`src/design/cassette_regs.svh`:
```
`ifndef CASSETTE_REGS_SVH
`define CASSETTE_REGS_SVH

// ----------------------------------------
// register byte offsets
// ----------------------------------------
`define SVC_CTRL_OFS 8'h00
`define OUT_DATA_OFS 8'h04
`define CONFIG_OFS 8'h08
`define DIAG_STAT_OFS 8'h0c
`define ERR_SUM_OFS 8'h10
`define DISP_BASE_OFS 8'h20
`define FRAME_BASE_OFS 8'h40

// ----------------------------------------
// field positions and reset values
// ----------------------------------------
`define CFG_LONG_BIT 0
`define CFG_TWO_BYTE_BIT 1
`define CFG_COMMISSION_BIT 2
`define CFG_SCALING_BIT 3
`define CFG_PROG_MODE_BIT 4
`define CONFIG_RESET 32'h0000_0000
`define ALARM_MEAS_BIT 0
`define ALARM_SVC_BIT 5
`define ALARM_PROG_BIT 6
`define ALARM_VERIFY_BIT 7
`define STAT_CLASS_BIT 1
`define STAT_COMMISSION_BIT 2
`define STAT_SCALING_BIT 3
`define STAT_FUNC_BIT 6
`define STAT_PROG_BIT 7

// ----------------------------------------
// diagnostic frame layout
// ----------------------------------------
`define STD_DIAG_BYTES 6
`define SHORT_DIAG_LEN 8'd16
`define LONG_DIAG_LEN 8'd62
`define DIAG_HDR_OFS 6
`define DIAG_ALARM_OFS 7
`define DIAG_STAT_OFS_B 8
`define DIAG_TYPE_OFS 9
`define DIAG_AXIS_OFS 10
`define DIAG_PEND_OFS 11
`define DIAG_CHECK_OFS 12
`define AXIS_PRESET_DONE 8'h80
`define AXIS_CASSETTE 8'h00
`define PROG_AXIS_MAX 4'd4
`define ERR_SRC_MAX 4'd8
`define PROG_BITS_FOUR 29
`define PROG_BITS_TWO 14
`define PRESET_BITS 30

// ----------------------------------------
// display word limits
// ----------------------------------------
`define DISP_POS_MAX 20'hf423f
`define DISP_NEG_MAX 20'h1869f

`endif

```
`src/design/cassette_pkg.sv`:
```
package cassette_pkg;

    typedef struct packed {
        logic prog;
        logic special;
        logic preset_sel;
        logic [1:0] spare;
        logic velocity;
        logic reset_all;
        logic poll;
    } svc_num_type;

    typedef struct packed {
        logic [7:0] axis;
        svc_num_type num;
    } svc_ctrl_type;

    typedef enum logic [2:0] {
        DIAG_NONE = 3'b000,
        DIAG_ERR = 3'b001,
        DIAG_SPECIAL = 3'b010,
        DIAG_PROG = 3'b011,
        DIAG_PRESET = 3'b100,
        DIAG_BADSVC = 3'b101
    } diag_kind_type;

endpackage

```
`src/design/axis_cassette_service_diag.sv`:
```
`timescale 1ns/1ps
`include "cassette_regs.svh"

// Behaviour
// - programming stores preset one/two, axes 1-4
// - programming reply echoes low three value bytes
// - output data four bytes/29 bits (preset 30) or two/14
// - command bit clear means ongoing preset request
// - preset only on rising edge of bit 31
// - preset result message, alarm B6 clear if good
// - display top bit is sign, negative output
// - display range limits, overflow shows six digits
// - three bytes per display axis, max eight
// - bits below sign flag out of range
// - poll sends 16 or 62 byte message
// - new error sends message with bytes 7, 11
// - error numbers only on poll, poll acknowledges
// - all acknowledged clears alarms, status, error flag
// - each completed special service sends confirmation
// - alarm byte 7 bit assignments
// - status byte 8 bit assignments
// - type byte 9 encoder or cassette code
// - axis byte 10: cassette, axis, preset 80
// - byte 11 one pending-error flag per axis
// - check-back fields carry error pairs or echo
// - reset-all clears every source; else named axis
module axis_cassette_service_diag #(
    parameter int DISP_AXES = 8,
    parameter int ERR_DEPTH = 4,
    parameter logic [7:0] CASSETTE_TYPE_CODE = 8'h3c // arbitrary value
) (
    input wire logic CLK,
    input wire logic RST_N,
    input wire logic PSEL,
    input wire logic PENABLE,
    input wire logic PWRITE,
    input wire logic [7:0] PADDR,
    input wire logic [31:0] PWDATA,
    output logic [31:0] PRDATA,
    output logic PREADY,
    output logic PSLVERR,
    input wire logic ERR_STROBE,
    input wire logic [3:0] ERR_SOURCE,
    input wire logic [15:0] ERR_CODE,
    input wire logic [7:0] ERR_ALARM,
    output logic DIAG_READY,
    output logic [7:0] DIAG_LENGTH,
    output logic PRESET_STROBE,
    output logic [2:0] PRESET_AXIS,
    output logic [29:0] PRESET_VALUE,
    output logic PRESET_SELECT,
    output logic PROG_STROBE,
    output logic [2:0] PROG_AXIS,
    output logic PROG_SLOT,
    output logic [28:0] PROG_VALUE,
    output logic [7:0] POS_ERR_FLAG,
    output logic CASSETTE_ERR,
    output logic OP_ERR_STATUS,
    output logic [DISP_AXES-1:0] DISPLAY_SIGN_FLAG,
    output logic [DISP_AXES-1:0] DISPLAY_RANGE_ERR,
    output logic [DISP_AXES*20-1:0] DISPLAY_MAGNITUDE_BITS
);

    // ----------------------------------------
    // reset release
    // ----------------------------------------
    logic rst_meta;
    logic rst_n;
    always_ff @(posedge CLK or negedge RST_N) begin
        if (!RST_N) begin
            rst_meta <= 1'b0;
            rst_n <= 1'b0;
        end else begin
            rst_meta <= 1'b1;
            rst_n <= rst_meta;
        end
    end

    // ----------------------------------------
    // apb slave
    // ----------------------------------------
    logic wr_go;
    logic rd_setup;
    logic addr_ok;
    logic [31:0] rd_word;
    cassette_pkg::svc_ctrl_type svc;
    logic [31:0] out_data;
    logic [31:0] config_reg;
    logic [23:0] disp_word [0:DISP_AXES-1];
    logic [7:0] frame [0:63];
    logic [8:0] pending;
    logic svc_go;
    logic diag_ack;

    // one wait state: the answer is prepared during the first access cycle
    assign rd_setup = PSEL && PENABLE && !PREADY;
    assign wr_go = PSEL && PENABLE && PREADY && PWRITE;

    always_comb begin
        rd_word = 32'h0000_0000;
        addr_ok = 1'b1;
        if (PADDR >= `FRAME_BASE_OFS && !PADDR[7] && PADDR[1:0] == 2'b00) begin
            rd_word = {frame[{PADDR[5:2], 2'b11}], frame[{PADDR[5:2], 2'b10}],
                       frame[{PADDR[5:2], 2'b01}], frame[{PADDR[5:2], 2'b00}]};
        end else if (PADDR >= `DISP_BASE_OFS && PADDR < `FRAME_BASE_OFS && PADDR[1:0] == 2'b00
                     && 32'(PADDR[4:2]) < DISP_AXES) begin
            rd_word = {8'h00, disp_word[PADDR[4:2]]};
        end else begin
            case (PADDR)
                `SVC_CTRL_OFS: rd_word = {16'h0000, svc};
                `OUT_DATA_OFS: rd_word = out_data;
                `CONFIG_OFS: rd_word = config_reg;
                `DIAG_STAT_OFS: rd_word = {16'h0000, DIAG_LENGTH, 7'h00, DIAG_READY};
                `ERR_SUM_OFS: rd_word = {22'h000000, OP_ERR_STATUS, pending};
                default: addr_ok = 1'b0;
            endcase
        end
    end

    always_ff @(posedge CLK or negedge rst_n) begin
        if (!rst_n) begin
            PREADY <= 1'b0;
            PRDATA <= 32'h0000_0000;
            PSLVERR <= 1'b0;
        end else begin
            PREADY <= rd_setup;
            PSLVERR <= rd_setup && !addr_ok;
            if (rd_setup) begin
                PRDATA <= (PWRITE || !addr_ok) ? 32'h0000_0000 : rd_word;
            end
        end
    end

    // ----------------------------------------
    // writable registers
    // ----------------------------------------
    always_ff @(posedge CLK or negedge rst_n) begin
        if (!rst_n) begin
            svc <= '0;
            out_data <= 32'h0000_0000;
            config_reg <= `CONFIG_RESET;
            svc_go <= 1'b0;
            diag_ack <= 1'b0;
        end else begin
            svc_go <= wr_go && PADDR == `SVC_CTRL_OFS;
            diag_ack <= wr_go && PADDR == `DIAG_STAT_OFS && PWDATA[0];
            if (wr_go && PADDR == `SVC_CTRL_OFS) begin
                svc <= cassette_pkg::svc_ctrl_type'(PWDATA[15:0]);
            end
            if (wr_go && PADDR == `OUT_DATA_OFS) begin
                out_data <= PWDATA;
            end
            if (wr_go && PADDR == `CONFIG_OFS) begin
                config_reg <= {16'h0000, PWDATA[15:0]};
            end
        end
    end

    genvar gi;
    generate
        for (gi = 0; gi < DISP_AXES; gi++) begin : g_disp
            logic [23:0] w;
            logic beyond;
            assign w = disp_word[gi];
            // beyond the printable span the display drops leading digits
            assign beyond = w[23] ? (w[19:0] > `DISP_NEG_MAX) : (w[19:0] > `DISP_POS_MAX);
            always_ff @(posedge CLK or negedge rst_n) begin
                if (!rst_n) begin
                    disp_word[gi] <= 24'h000000;
                    DISPLAY_SIGN_FLAG[gi] <= 1'b0;
                    DISPLAY_RANGE_ERR[gi] <= 1'b0;
                    DISPLAY_MAGNITUDE_BITS[gi*20 +: 20] <= 20'h00000;
                end else begin
                    if (wr_go && PADDR == 8'(`DISP_BASE_OFS + 4 * gi)) begin
                        disp_word[gi] <= PWDATA[23:0];
                    end
                    DISPLAY_SIGN_FLAG[gi] <= w[23];
                    DISPLAY_RANGE_ERR[gi] <= (|w[22:20]) || beyond;
                    DISPLAY_MAGNITUDE_BITS[gi*20 +: 20] <= w[19:0];
                end
            end
        end
    endgenerate

    // ----------------------------------------
    // service decode
    // ----------------------------------------
    logic two_byte;
    logic long_cfg;
    logic axis_prog_ok;
    logic svc_conflict;
    logic prog_num_ok;
    logic [28:0] prog_val;
    logic [29:0] preset_val;
    logic preset_prev;
    logic preset_go;
    logic poll_go;
    logic reset_go;
    logic [8:0] poll_mask;

    assign two_byte = config_reg[`CFG_TWO_BYTE_BIT];
    assign long_cfg = config_reg[`CFG_LONG_BIT];
    assign axis_prog_ok = svc.axis != 8'h00 && svc.axis <= {4'h0, `PROG_AXIS_MAX};
    assign svc_conflict = svc.num.prog && svc.num.special;
    assign prog_num_ok = svc.num[5:0] == 6'd1 || svc.num[5:0] == 6'd2;
    assign prog_val = two_byte ? {15'h0000, out_data[`PROG_BITS_TWO-1:0]} : out_data[`PROG_BITS_FOUR-1:0];
    assign preset_val = two_byte ? {16'h0000, out_data[`PROG_BITS_TWO-1:0]} : out_data[`PRESET_BITS-1:0];
    assign preset_go = out_data[31] && !preset_prev && !svc.num.prog;
    assign poll_go = svc_go && !svc_conflict && svc.num.special && svc.num.poll;
    assign reset_go = svc_go && !svc_conflict && svc.num.special && svc.num.reset_all;
    assign poll_mask = (svc.axis <= {4'h0, `ERR_SRC_MAX}) ? 9'(9'h001 << svc.axis[3:0]) : 9'h000;

    always_ff @(posedge CLK or negedge rst_n) begin
        if (!rst_n) begin
            preset_prev <= 1'b0;
            PRESET_STROBE <= 1'b0;
            PRESET_AXIS <= 3'h0;
            PRESET_VALUE <= 30'h00000000;
            PRESET_SELECT <= 1'b0;
            PROG_STROBE <= 1'b0;
            PROG_AXIS <= 3'h0;
            PROG_SLOT <= 1'b0;
            PROG_VALUE <= 29'h00000000;
        end else begin
            preset_prev <= out_data[31];
            PRESET_STROBE <= preset_go && axis_prog_ok;
            if (preset_go && axis_prog_ok) begin
                PRESET_AXIS <= svc.axis[2:0];
                PRESET_VALUE <= preset_val;
            end
            if (svc_go && svc.num.special && !svc_conflict) begin
                PRESET_SELECT <= svc.num.preset_sel;
            end
            PROG_STROBE <= svc_go && svc.num.prog && !svc_conflict && axis_prog_ok && prog_num_ok;
            if (svc_go && svc.num.prog && !svc_conflict && axis_prog_ok && prog_num_ok) begin
                PROG_AXIS <= svc.axis[2:0];
                PROG_SLOT <= !svc.num.poll;
                PROG_VALUE <= prog_val;
            end
        end
    end

    // ----------------------------------------
    // error store
    // ----------------------------------------
    logic [15:0] err_code [0:8][0:ERR_DEPTH-1];
    logic [8:0] clr_mask;
    logic [8:0] set_mask;
    logic [7:0] alarm_sticky;
    logic err_due;
    logic src_ok;

    assign src_ok = ERR_SOURCE <= `ERR_SRC_MAX;
    assign set_mask = (ERR_STROBE && src_ok) ? 9'(9'h001 << ERR_SOURCE) : 9'h000;
    assign clr_mask = reset_go ? 9'h1ff : (poll_go ? poll_mask : 9'h000);

    always_ff @(posedge CLK or negedge rst_n) begin
        if (!rst_n) begin
            pending <= 9'h000;
            for (int s = 0; s < 9; s++) begin
                for (int d = 0; d < ERR_DEPTH; d++) begin
                    err_code[s][d] <= 16'h0000;
                end
            end
        end else begin
            // a new error wins over an acknowledge in the same cycle
            pending <= (pending & ~clr_mask) | set_mask;
            for (int s = 0; s < 9; s++) begin
                if (set_mask[s]) begin
                    err_code[s][0] <= ERR_CODE;
                    for (int d = 1; d < ERR_DEPTH; d++) begin
                        err_code[s][d] <= clr_mask[s] ? 16'h0000 : err_code[s][d-1];
                    end
                end else if (clr_mask[s]) begin
                    for (int d = 0; d < ERR_DEPTH; d++) begin
                        err_code[s][d] <= 16'h0000;
                    end
                end
            end
        end
    end

    always_ff @(posedge CLK or negedge rst_n) begin
        if (!rst_n) begin
            alarm_sticky <= 8'h00;
            POS_ERR_FLAG <= 8'h00;
            CASSETTE_ERR <= 1'b0;
            OP_ERR_STATUS <= 1'b0;
        end else begin
            if (ERR_STROBE && src_ok) begin
                alarm_sticky <= alarm_sticky | ERR_ALARM;
            end else if (pending == 9'h000) begin
                alarm_sticky <= 8'h00;
            end
            POS_ERR_FLAG <= pending[8:1];
            CASSETTE_ERR <= pending[0];
            OP_ERR_STATUS <= |pending;
        end
    end

    // ----------------------------------------
    // diagnostic message builder
    // ----------------------------------------
    cassette_pkg::diag_kind_type kind;
    logic [7:0] alarm_now;
    logic [7:0] status_now;
    logic [7:0] len_now;

    always_comb begin
        if (svc_go && (svc_conflict || !(svc.num.prog || svc.num.special))) begin
            kind = cassette_pkg::DIAG_BADSVC;
        end else if (svc_go && svc.num.prog) begin
            kind = cassette_pkg::DIAG_PROG;
        end else if (svc_go) begin
            kind = cassette_pkg::DIAG_SPECIAL;
        end else if (preset_go) begin
            kind = cassette_pkg::DIAG_PRESET;
        end else if (err_due) begin
            kind = cassette_pkg::DIAG_ERR;
        end else begin
            kind = cassette_pkg::DIAG_NONE;
        end
    end

    assign len_now = (kind == cassette_pkg::DIAG_SPECIAL && svc.num.poll && long_cfg)
                     ? `LONG_DIAG_LEN : `SHORT_DIAG_LEN;
    assign status_now = {config_reg[`CFG_PROG_MODE_BIT], 1'b1, 2'b00, config_reg[`CFG_SCALING_BIT],
                         config_reg[`CFG_COMMISSION_BIT], long_cfg, 1'b0};

    always_comb begin
        alarm_now = alarm_sticky;
        case (kind)
            cassette_pkg::DIAG_BADSVC: alarm_now[`ALARM_SVC_BIT] = 1'b1;
            cassette_pkg::DIAG_PROG: alarm_now[`ALARM_PROG_BIT] = !(axis_prog_ok && prog_num_ok);
            cassette_pkg::DIAG_PRESET: alarm_now[`ALARM_PROG_BIT] = !axis_prog_ok;
            default: ;
        endcase
    end

    always_ff @(posedge CLK or negedge rst_n) begin
        if (!rst_n) begin
            err_due <= 1'b0;
            DIAG_READY <= 1'b0;
            DIAG_LENGTH <= `SHORT_DIAG_LEN;
            for (int b = 0; b < 64; b++) begin
                frame[b] <= 8'h00;
            end
        end else begin
            // a fresh error keeps its message due even while one is sent
            err_due <= (|(set_mask & ~pending)) || (err_due && kind != cassette_pkg::DIAG_ERR);
            DIAG_READY <= (kind != cassette_pkg::DIAG_NONE) || (DIAG_READY && !diag_ack);
            if (kind != cassette_pkg::DIAG_NONE) begin
                DIAG_LENGTH <= len_now;
                // standard bytes 0..5 belong to the fieldbus layer, kept zero here
                for (int b = 0; b < 64; b++) begin
                    frame[b] <= 8'h00;
                end
                frame[`DIAG_HDR_OFS] <= 8'(len_now - 8'(`STD_DIAG_BYTES));
                frame[`DIAG_ALARM_OFS] <= alarm_now;
                frame[`DIAG_STAT_OFS_B] <= status_now;
                frame[`DIAG_TYPE_OFS] <= config_reg[15:8] == 8'h00 ? CASSETTE_TYPE_CODE : config_reg[15:8];
                frame[`DIAG_PEND_OFS] <= pending[8:1];
                case (kind)
                    cassette_pkg::DIAG_PRESET: begin
                        frame[`DIAG_AXIS_OFS] <= `AXIS_PRESET_DONE;
                    end
                    cassette_pkg::DIAG_PROG: begin
                        frame[`DIAG_AXIS_OFS] <= svc.axis;
                        frame[`DIAG_CHECK_OFS] <= svc.num;
                        frame[`DIAG_CHECK_OFS+1] <= 8'(prog_val[28:16]);
                        frame[`DIAG_CHECK_OFS+2] <= prog_val[15:8];
                        frame[`DIAG_CHECK_OFS+3] <= prog_val[7:0];
                    end
                    cassette_pkg::DIAG_SPECIAL, cassette_pkg::DIAG_BADSVC: begin
                        frame[`DIAG_AXIS_OFS] <= svc.axis;
                        frame[`DIAG_CHECK_OFS] <= svc.num;
                        if (svc.num.poll && svc.axis <= {4'h0, `ERR_SRC_MAX}
                            && kind == cassette_pkg::DIAG_SPECIAL) begin
                            // short frame has room for two pairs only
                            for (int d = 0; d < ERR_DEPTH; d++) begin
                                if (long_cfg || d < 2) begin
                                    frame[`DIAG_CHECK_OFS+2*d] <= err_code[svc.axis[3:0]][d][15:8];
                                    frame[`DIAG_CHECK_OFS+2*d+1] <= err_code[svc.axis[3:0]][d][7:0];
                                end
                            end
                        end
                    end
                    default: begin
                        frame[`DIAG_AXIS_OFS] <= `AXIS_CASSETTE;
                    end
                endcase
            end
        end
    end

endmodule

```
`config.mk`:
```
export PLATFORM = sky130hd
export DESIGN_NAME = axis_cassette_service_diag
export DESIGN_NICKNAME = d
export VERILOG_FILES = /design/src/design/cassette_pkg.sv /design/src/design/axis_cassette_service_diag.sv
export VERILOG_INCLUDE_DIRS = /design/src /design/src/design
export SDC_FILE = /design/constraint.sdc
export NUM_CORES = 2
export LEC_CHECK = 0
export BUFFER_PORTS_ARGS = -buffer_cell sky130_fd_sc_hd__buf_2
export CORE_ASPECT_RATIO = 1.2
export CORE_MARGIN = 2
export CORE_UTILIZATION = 46
export CTS_CLUSTER_DIAMETER = 40
export DETAILED_ROUTE_END_ITERATION = 10
export RECOVER_POWER = 50
export REMOVE_ABC_BUFFERS = 1
export SLEW_MARGIN = 20
export SYNTH_ARGS = -nofsm -noshare
export SYNTH_HDL_FRONTEND = slang
export SYNTH_SLANG_ARGS = --single-unit
```
`constraint.sdc`:
```
create_clock -name CLK -period 41.9 [get_ports CLK]
set_input_delay 4.19 -clock CLK [delete_from_list [all_inputs] [get_ports CLK]]
set_output_delay 4.19 -clock CLK [all_outputs]
set_load 0.02 [all_outputs]
```
## After elaboration in Yosys (flattened, before gate mapping)

Cells that the tools add are included.

- Flip-flop bits (word level): 1,262
- Bits of input ports: 74
- Output and inout bits: 298
- Logic and storage cells: 379

- Add/subtract/negate cells: 1
- $lt $le $gt $ge: 28
- Equality and inequality tests: 19
- Shift-type cells: 2
- Multiplexer cells: 101
- Bitwise logic cells: 12
- Reduce and logical (&&, ||, !) cells: 100

Operator list:

| cell | number |
|---|---|
| 2-to-1 mux 64 bit | 21 |
| 2-to-1 mux 16 bit | 29 |
| binary-select mux 64 bit (select 4 bit) | 1 |
| binary-select mux 8 bit (select 6 bit) | 4 |
| > comparator 20 x 17 -> 1 bit (second input constant) | 8 |
| > comparator 20 bit (second input constant) | 8 |
| one-hot mux 32 bit (5 select lines) | 1 |
| 2-to-1 mux 32 bit | 4 |
| 2-to-1 mux 8 bit | 11 |
| binary-select mux 24 bit (select 3 bit) | 1 |
| equality test 8 x 6 -> 1 bit (second input constant) | 8 |
| one-hot mux 32 bit (2 select lines) | 1 |
| 2-to-1 mux 24 bit | 2 |
| logical AND 1 bit | 46 |
| 2-to-1 mux 9 bit | 4 |
| 2-to-1 mux 30 bit | 1 |
| 2-to-1 mux 29 bit | 1 |
| >= comparator 7 bit (second input constant) | 4 |
| inverter 6 -> 7 bit | 4 |
| OR reduction 3 bit | 9 |
| nonzero test 2 bit | 10 |
| AND 9 bit | 2 |
| inverter 9 bit | 2 |
| OR reduction 9 bit | 2 |
| other kinds (36) | 79 |

## Logic depth before layout (Yosys ltp)

- Depth after elaboration: 12
- Depth in mapped cells: 9
- Mapped depth without buffers: 6

## Worst setup path before layout

Ideal clock, no wire load.

- Kind: input-to-reg
- From: in PADDR[5]
- To: reg config_reg[10]
- Library setup time: 0.125 ns
- Arrival time: 5.998 ns
- Data required time: 41.775 ns
- Setup slack: 35.777 ns
- Cell stages on the path: 7
- Buffers on the path: 3
- Path through: buf_2 -> nor4b_2 -> and2_0 -> nor2b_1 -> buf_2 -> buf_4 -> mux2_2

- Word-level cells in the longest chain between the ends: 2

Ends and longest elaborated chain:

| element | line | source |
|---|---|---|
| start, declared | axis_cassette_service_diag.sv:37 | `input wire logic [7:0] PADDR,` |
| equality test 8 x 4 -> 1 bit | n/a |  |
| logical AND 1 bit (no source line) | n/a |  |
| end signal, assigned | axis_cassette_service_diag.sv:141 | `` config_reg <= `CONFIG_RESET; `` |
| end signal, assigned | axis_cassette_service_diag.sv:154 | `config_reg <= {16'h0000, PWDATA[15:0]};` |
| end, declared | axis_cassette_service_diag.sv:88 | `logic [31:0] config_reg;` |

No other way between the ends.
A chain may end at the register's enable or synchronous reset.

==> reports/qor.yml <==
dpl.hpwl_mm: 117
gr-total-overflow: 0
ant_nets: 0
cap_viol_max_count: 27
vias_per_cell: 6.04
synthCells: 4780
cts_tree: "yes"
numCtsBuffers: 152
post-cts-setup-buffers: 0
place_area_um2: 56600
ys_ff_latch: 1248
final_layout_size_suffix_gt1_share_pct: 24.0
yosysWarnings: 0
violations: "capacitance limit, slew limit"
cp.arrival_ns: 15.77
clkTransAtPathRegs_ns: 0.06
grt_max_degree: 168
core.rowCount: 137
finalNetCount: 5067
grt_pass1_vias: 39009
powerDensity_nw_per_um2: 47.6
cts_root_buf: "clkbuf_16"
fmax_mhz: 63.3
yosys.area.top_type: "dfrtp_1"
post-place-ws_ns: 34.76
regMostFlops: "err_code"
slowest_delay_ns: 6.45
drtIter0Drc: 4628
slew_headroom_pct: -513
status: "finished with violations"
clk_latency_ns: 0.79
rsz0062_at_grt: "false"
grt_use_total_pct: 30.4
ir_worst_vdd_v: 0.0000375
total_leakage_power_nw: 28.6
routed_wire_length_per_instance_um: 27.1
required_ns: 41.89
start_util_pct: 46.3
final_core_util_pct: 53.3
setup_slack_ns: 26.11
cts.sinks: 1248
critPathKind: "reg2async"
tightest_slew_ns: 9.19
cts_resized: 0
fin_crit_ns: 15.79
wl_mm: 180
grt_pass1_wl_mm: 268
synth_ff_type: "dfrtp_1"
yosysSeqAreaShare_pct: 58.2
firstDrtPassIters: 6
ys_types: 75
seq_area_um2: 31200
syn_area_per_cell_um2: 11.2
largest_reg_flops: 576
final_cell_area_um2: 61700
syn_to_final_growth_pct: 15.1
start_kind: "flip-flop"
hold_buffers: 0
core_um2: 116000
postSynth.asyncResetShare_pct: 100
critPathSlowestCell: "clkbuf_1"
crit_chain: "clkbuf_1, clkbuf_1, clkbuf_1, clkbuf_1"
synth-edff-count: 0
hp-class: "reg2reg"
syn_area_um2: 53600
cp-end-kind: "asynchronous set/reset pin"
finalHoldViolCount: 0
synth_top_area_share_pct: 58.2
yosysMostFrequentCell: "nand2_1"
drv_slew: 1695
htreeDepth: 4
dieArea_um2: 119000
layoutNonFillerInstCount: 6651
synth_common_cells: "1308 x nand2_1, 1248 x dfrtp_1, 502 x a21oi_1"
gp_congestion: 0.913
num_vias: 40176
skew_ns: 0.0402
antenna_found_initial: 9
setup_tns_ns: 0
drc: 0
dp.cells: 6365
fin_crit_sh_pct: 37.7
yosys-top-cells-area: "dfrtp_1 58%, nand2_1 9.2%, mux4_2 7.4%, mux2_2 5.9%, a21oi_1 4.7%"
setup_viol: 0
cp_max_fo: 167
portBuffers: 367
die_w_um: 316
clock_path_buffers: 3
fillers: 10276
crit_top_cell: "clkbuf_1"
die_h_um: 378
io_pins: 372
multi_input_area_um2: 20900
cells by family after synthesis:
family / Yosys count / synth area share (%)
AOI/OAI and AO/OA: 1055 / 11.8
xor gates and xnor gates: 1 / 0.0163
adders and majority gates: 1 / 0.0233
buffers and inverters: 414 / 3.35
DFF: 1248 / 58.2
muxes: 526 / 15.0
other: 2 / 0.0140
and+or+nand+nor: 1533 / 11.6
per-layer routing:
metal / vias up / track usage, % / share of wire (%)
met2: 1922 / 47.5 / 47
met1: 20667 / 42.3 / 41
met3: 382 / 5.52 / 7.8
li1: 17199 / - / -
met4: 6 / 11.7 / 4.2
met5: - / 0 / 0.023
layout make-up:
cell class	count	share of cell area, %
antenna	6	0.0243
clock buffer	193	6.86
clock inverter	85	1.64
inverter	20	0.122
multi-input combinational	3121	33.8
sequential	1248	50.6
tap	1529	3.10
timing repair buffer	449	3.89
metrics by stage:
step	total power [mW]	hold WS, ns
finish	2.94	0.349
global route	3.05	0.364
CTS	2.96	0.350
detailed placement	1.60	0.336
global placement	1.59	0.332
floorplan	1.51	0.331
power breakdown:
group	internal (mW)	leakage, nW	total (mW)	switching (mW)
clock	0.818	2.55	1.37	0.547
sequential	1.30	16.9	1.37	0.0699
combinational	0.0852	9.24	0.209	0.123
layout by cell type (no fill, tap or decap), drive strengths merged, types with 5 or more instances in the layout:
| master | n |
|---|---|
| nor2 | 82 |
| nor4 | 23 |
| mux4 | 176 |
| clkbuf | 222 |
| clkinv | 26 |
| conb | 5 |
| buf | 420 |
| nand2b | 13 |
| a22oi | 97 |
| o41ai | 8 |
| inv | 50 |
| a221oi | 50 |
| o211ai | 9 |
| a32oi | 7 |
| and3 | 5 |
| nand3 | 10 |
| clkinvlp | 14 |
| o21ai | 238 |
| nor3b | 6 |
| o21a | 11 |
| a211oi | 6 |
| nand4 | 10 |
| mux2 | 323 |
| nor3 | 24 |
| bufinv | 15 |
| a31oi | 6 |
| mux2i | 27 |
| nand2 | 1308 |
| a21o | 11 |
| o311ai | 9 |
| a21oi | 502 |
| diode | 6 |
| dfrtp | 1248 |
| and2 | 6 |
| a221o | 39 |
| nor2b | 18 |
| a22o | 30 |
| o31ai | 12 |
| nor4b | 6 |
worst paths after layout:
path                          start               to  slack (ns)  depth (start not counted)
setup reg to reg              rst_n  g_disp[3].w[21]       26.11                          4
hold reg to reg            rst_meta            rst_n        0.35                          0
min in group asynchronous     rst_n    err_code[561]        0.98                          0
hold / removal             rst_meta            rst_n        0.35                          0
max in group CLK             svc[8]       frame[410]       32.30                          5
setup / recovery              rst_n  g_disp[3].w[21]       26.11                          4
critical path: cells and delay by family (launching register included):
family	cells	cell delay [ns]
buffers and inverters	4	12.78
flip-flops	1	1.94
No activity file was read; power rests on OpenSTA's default activity.
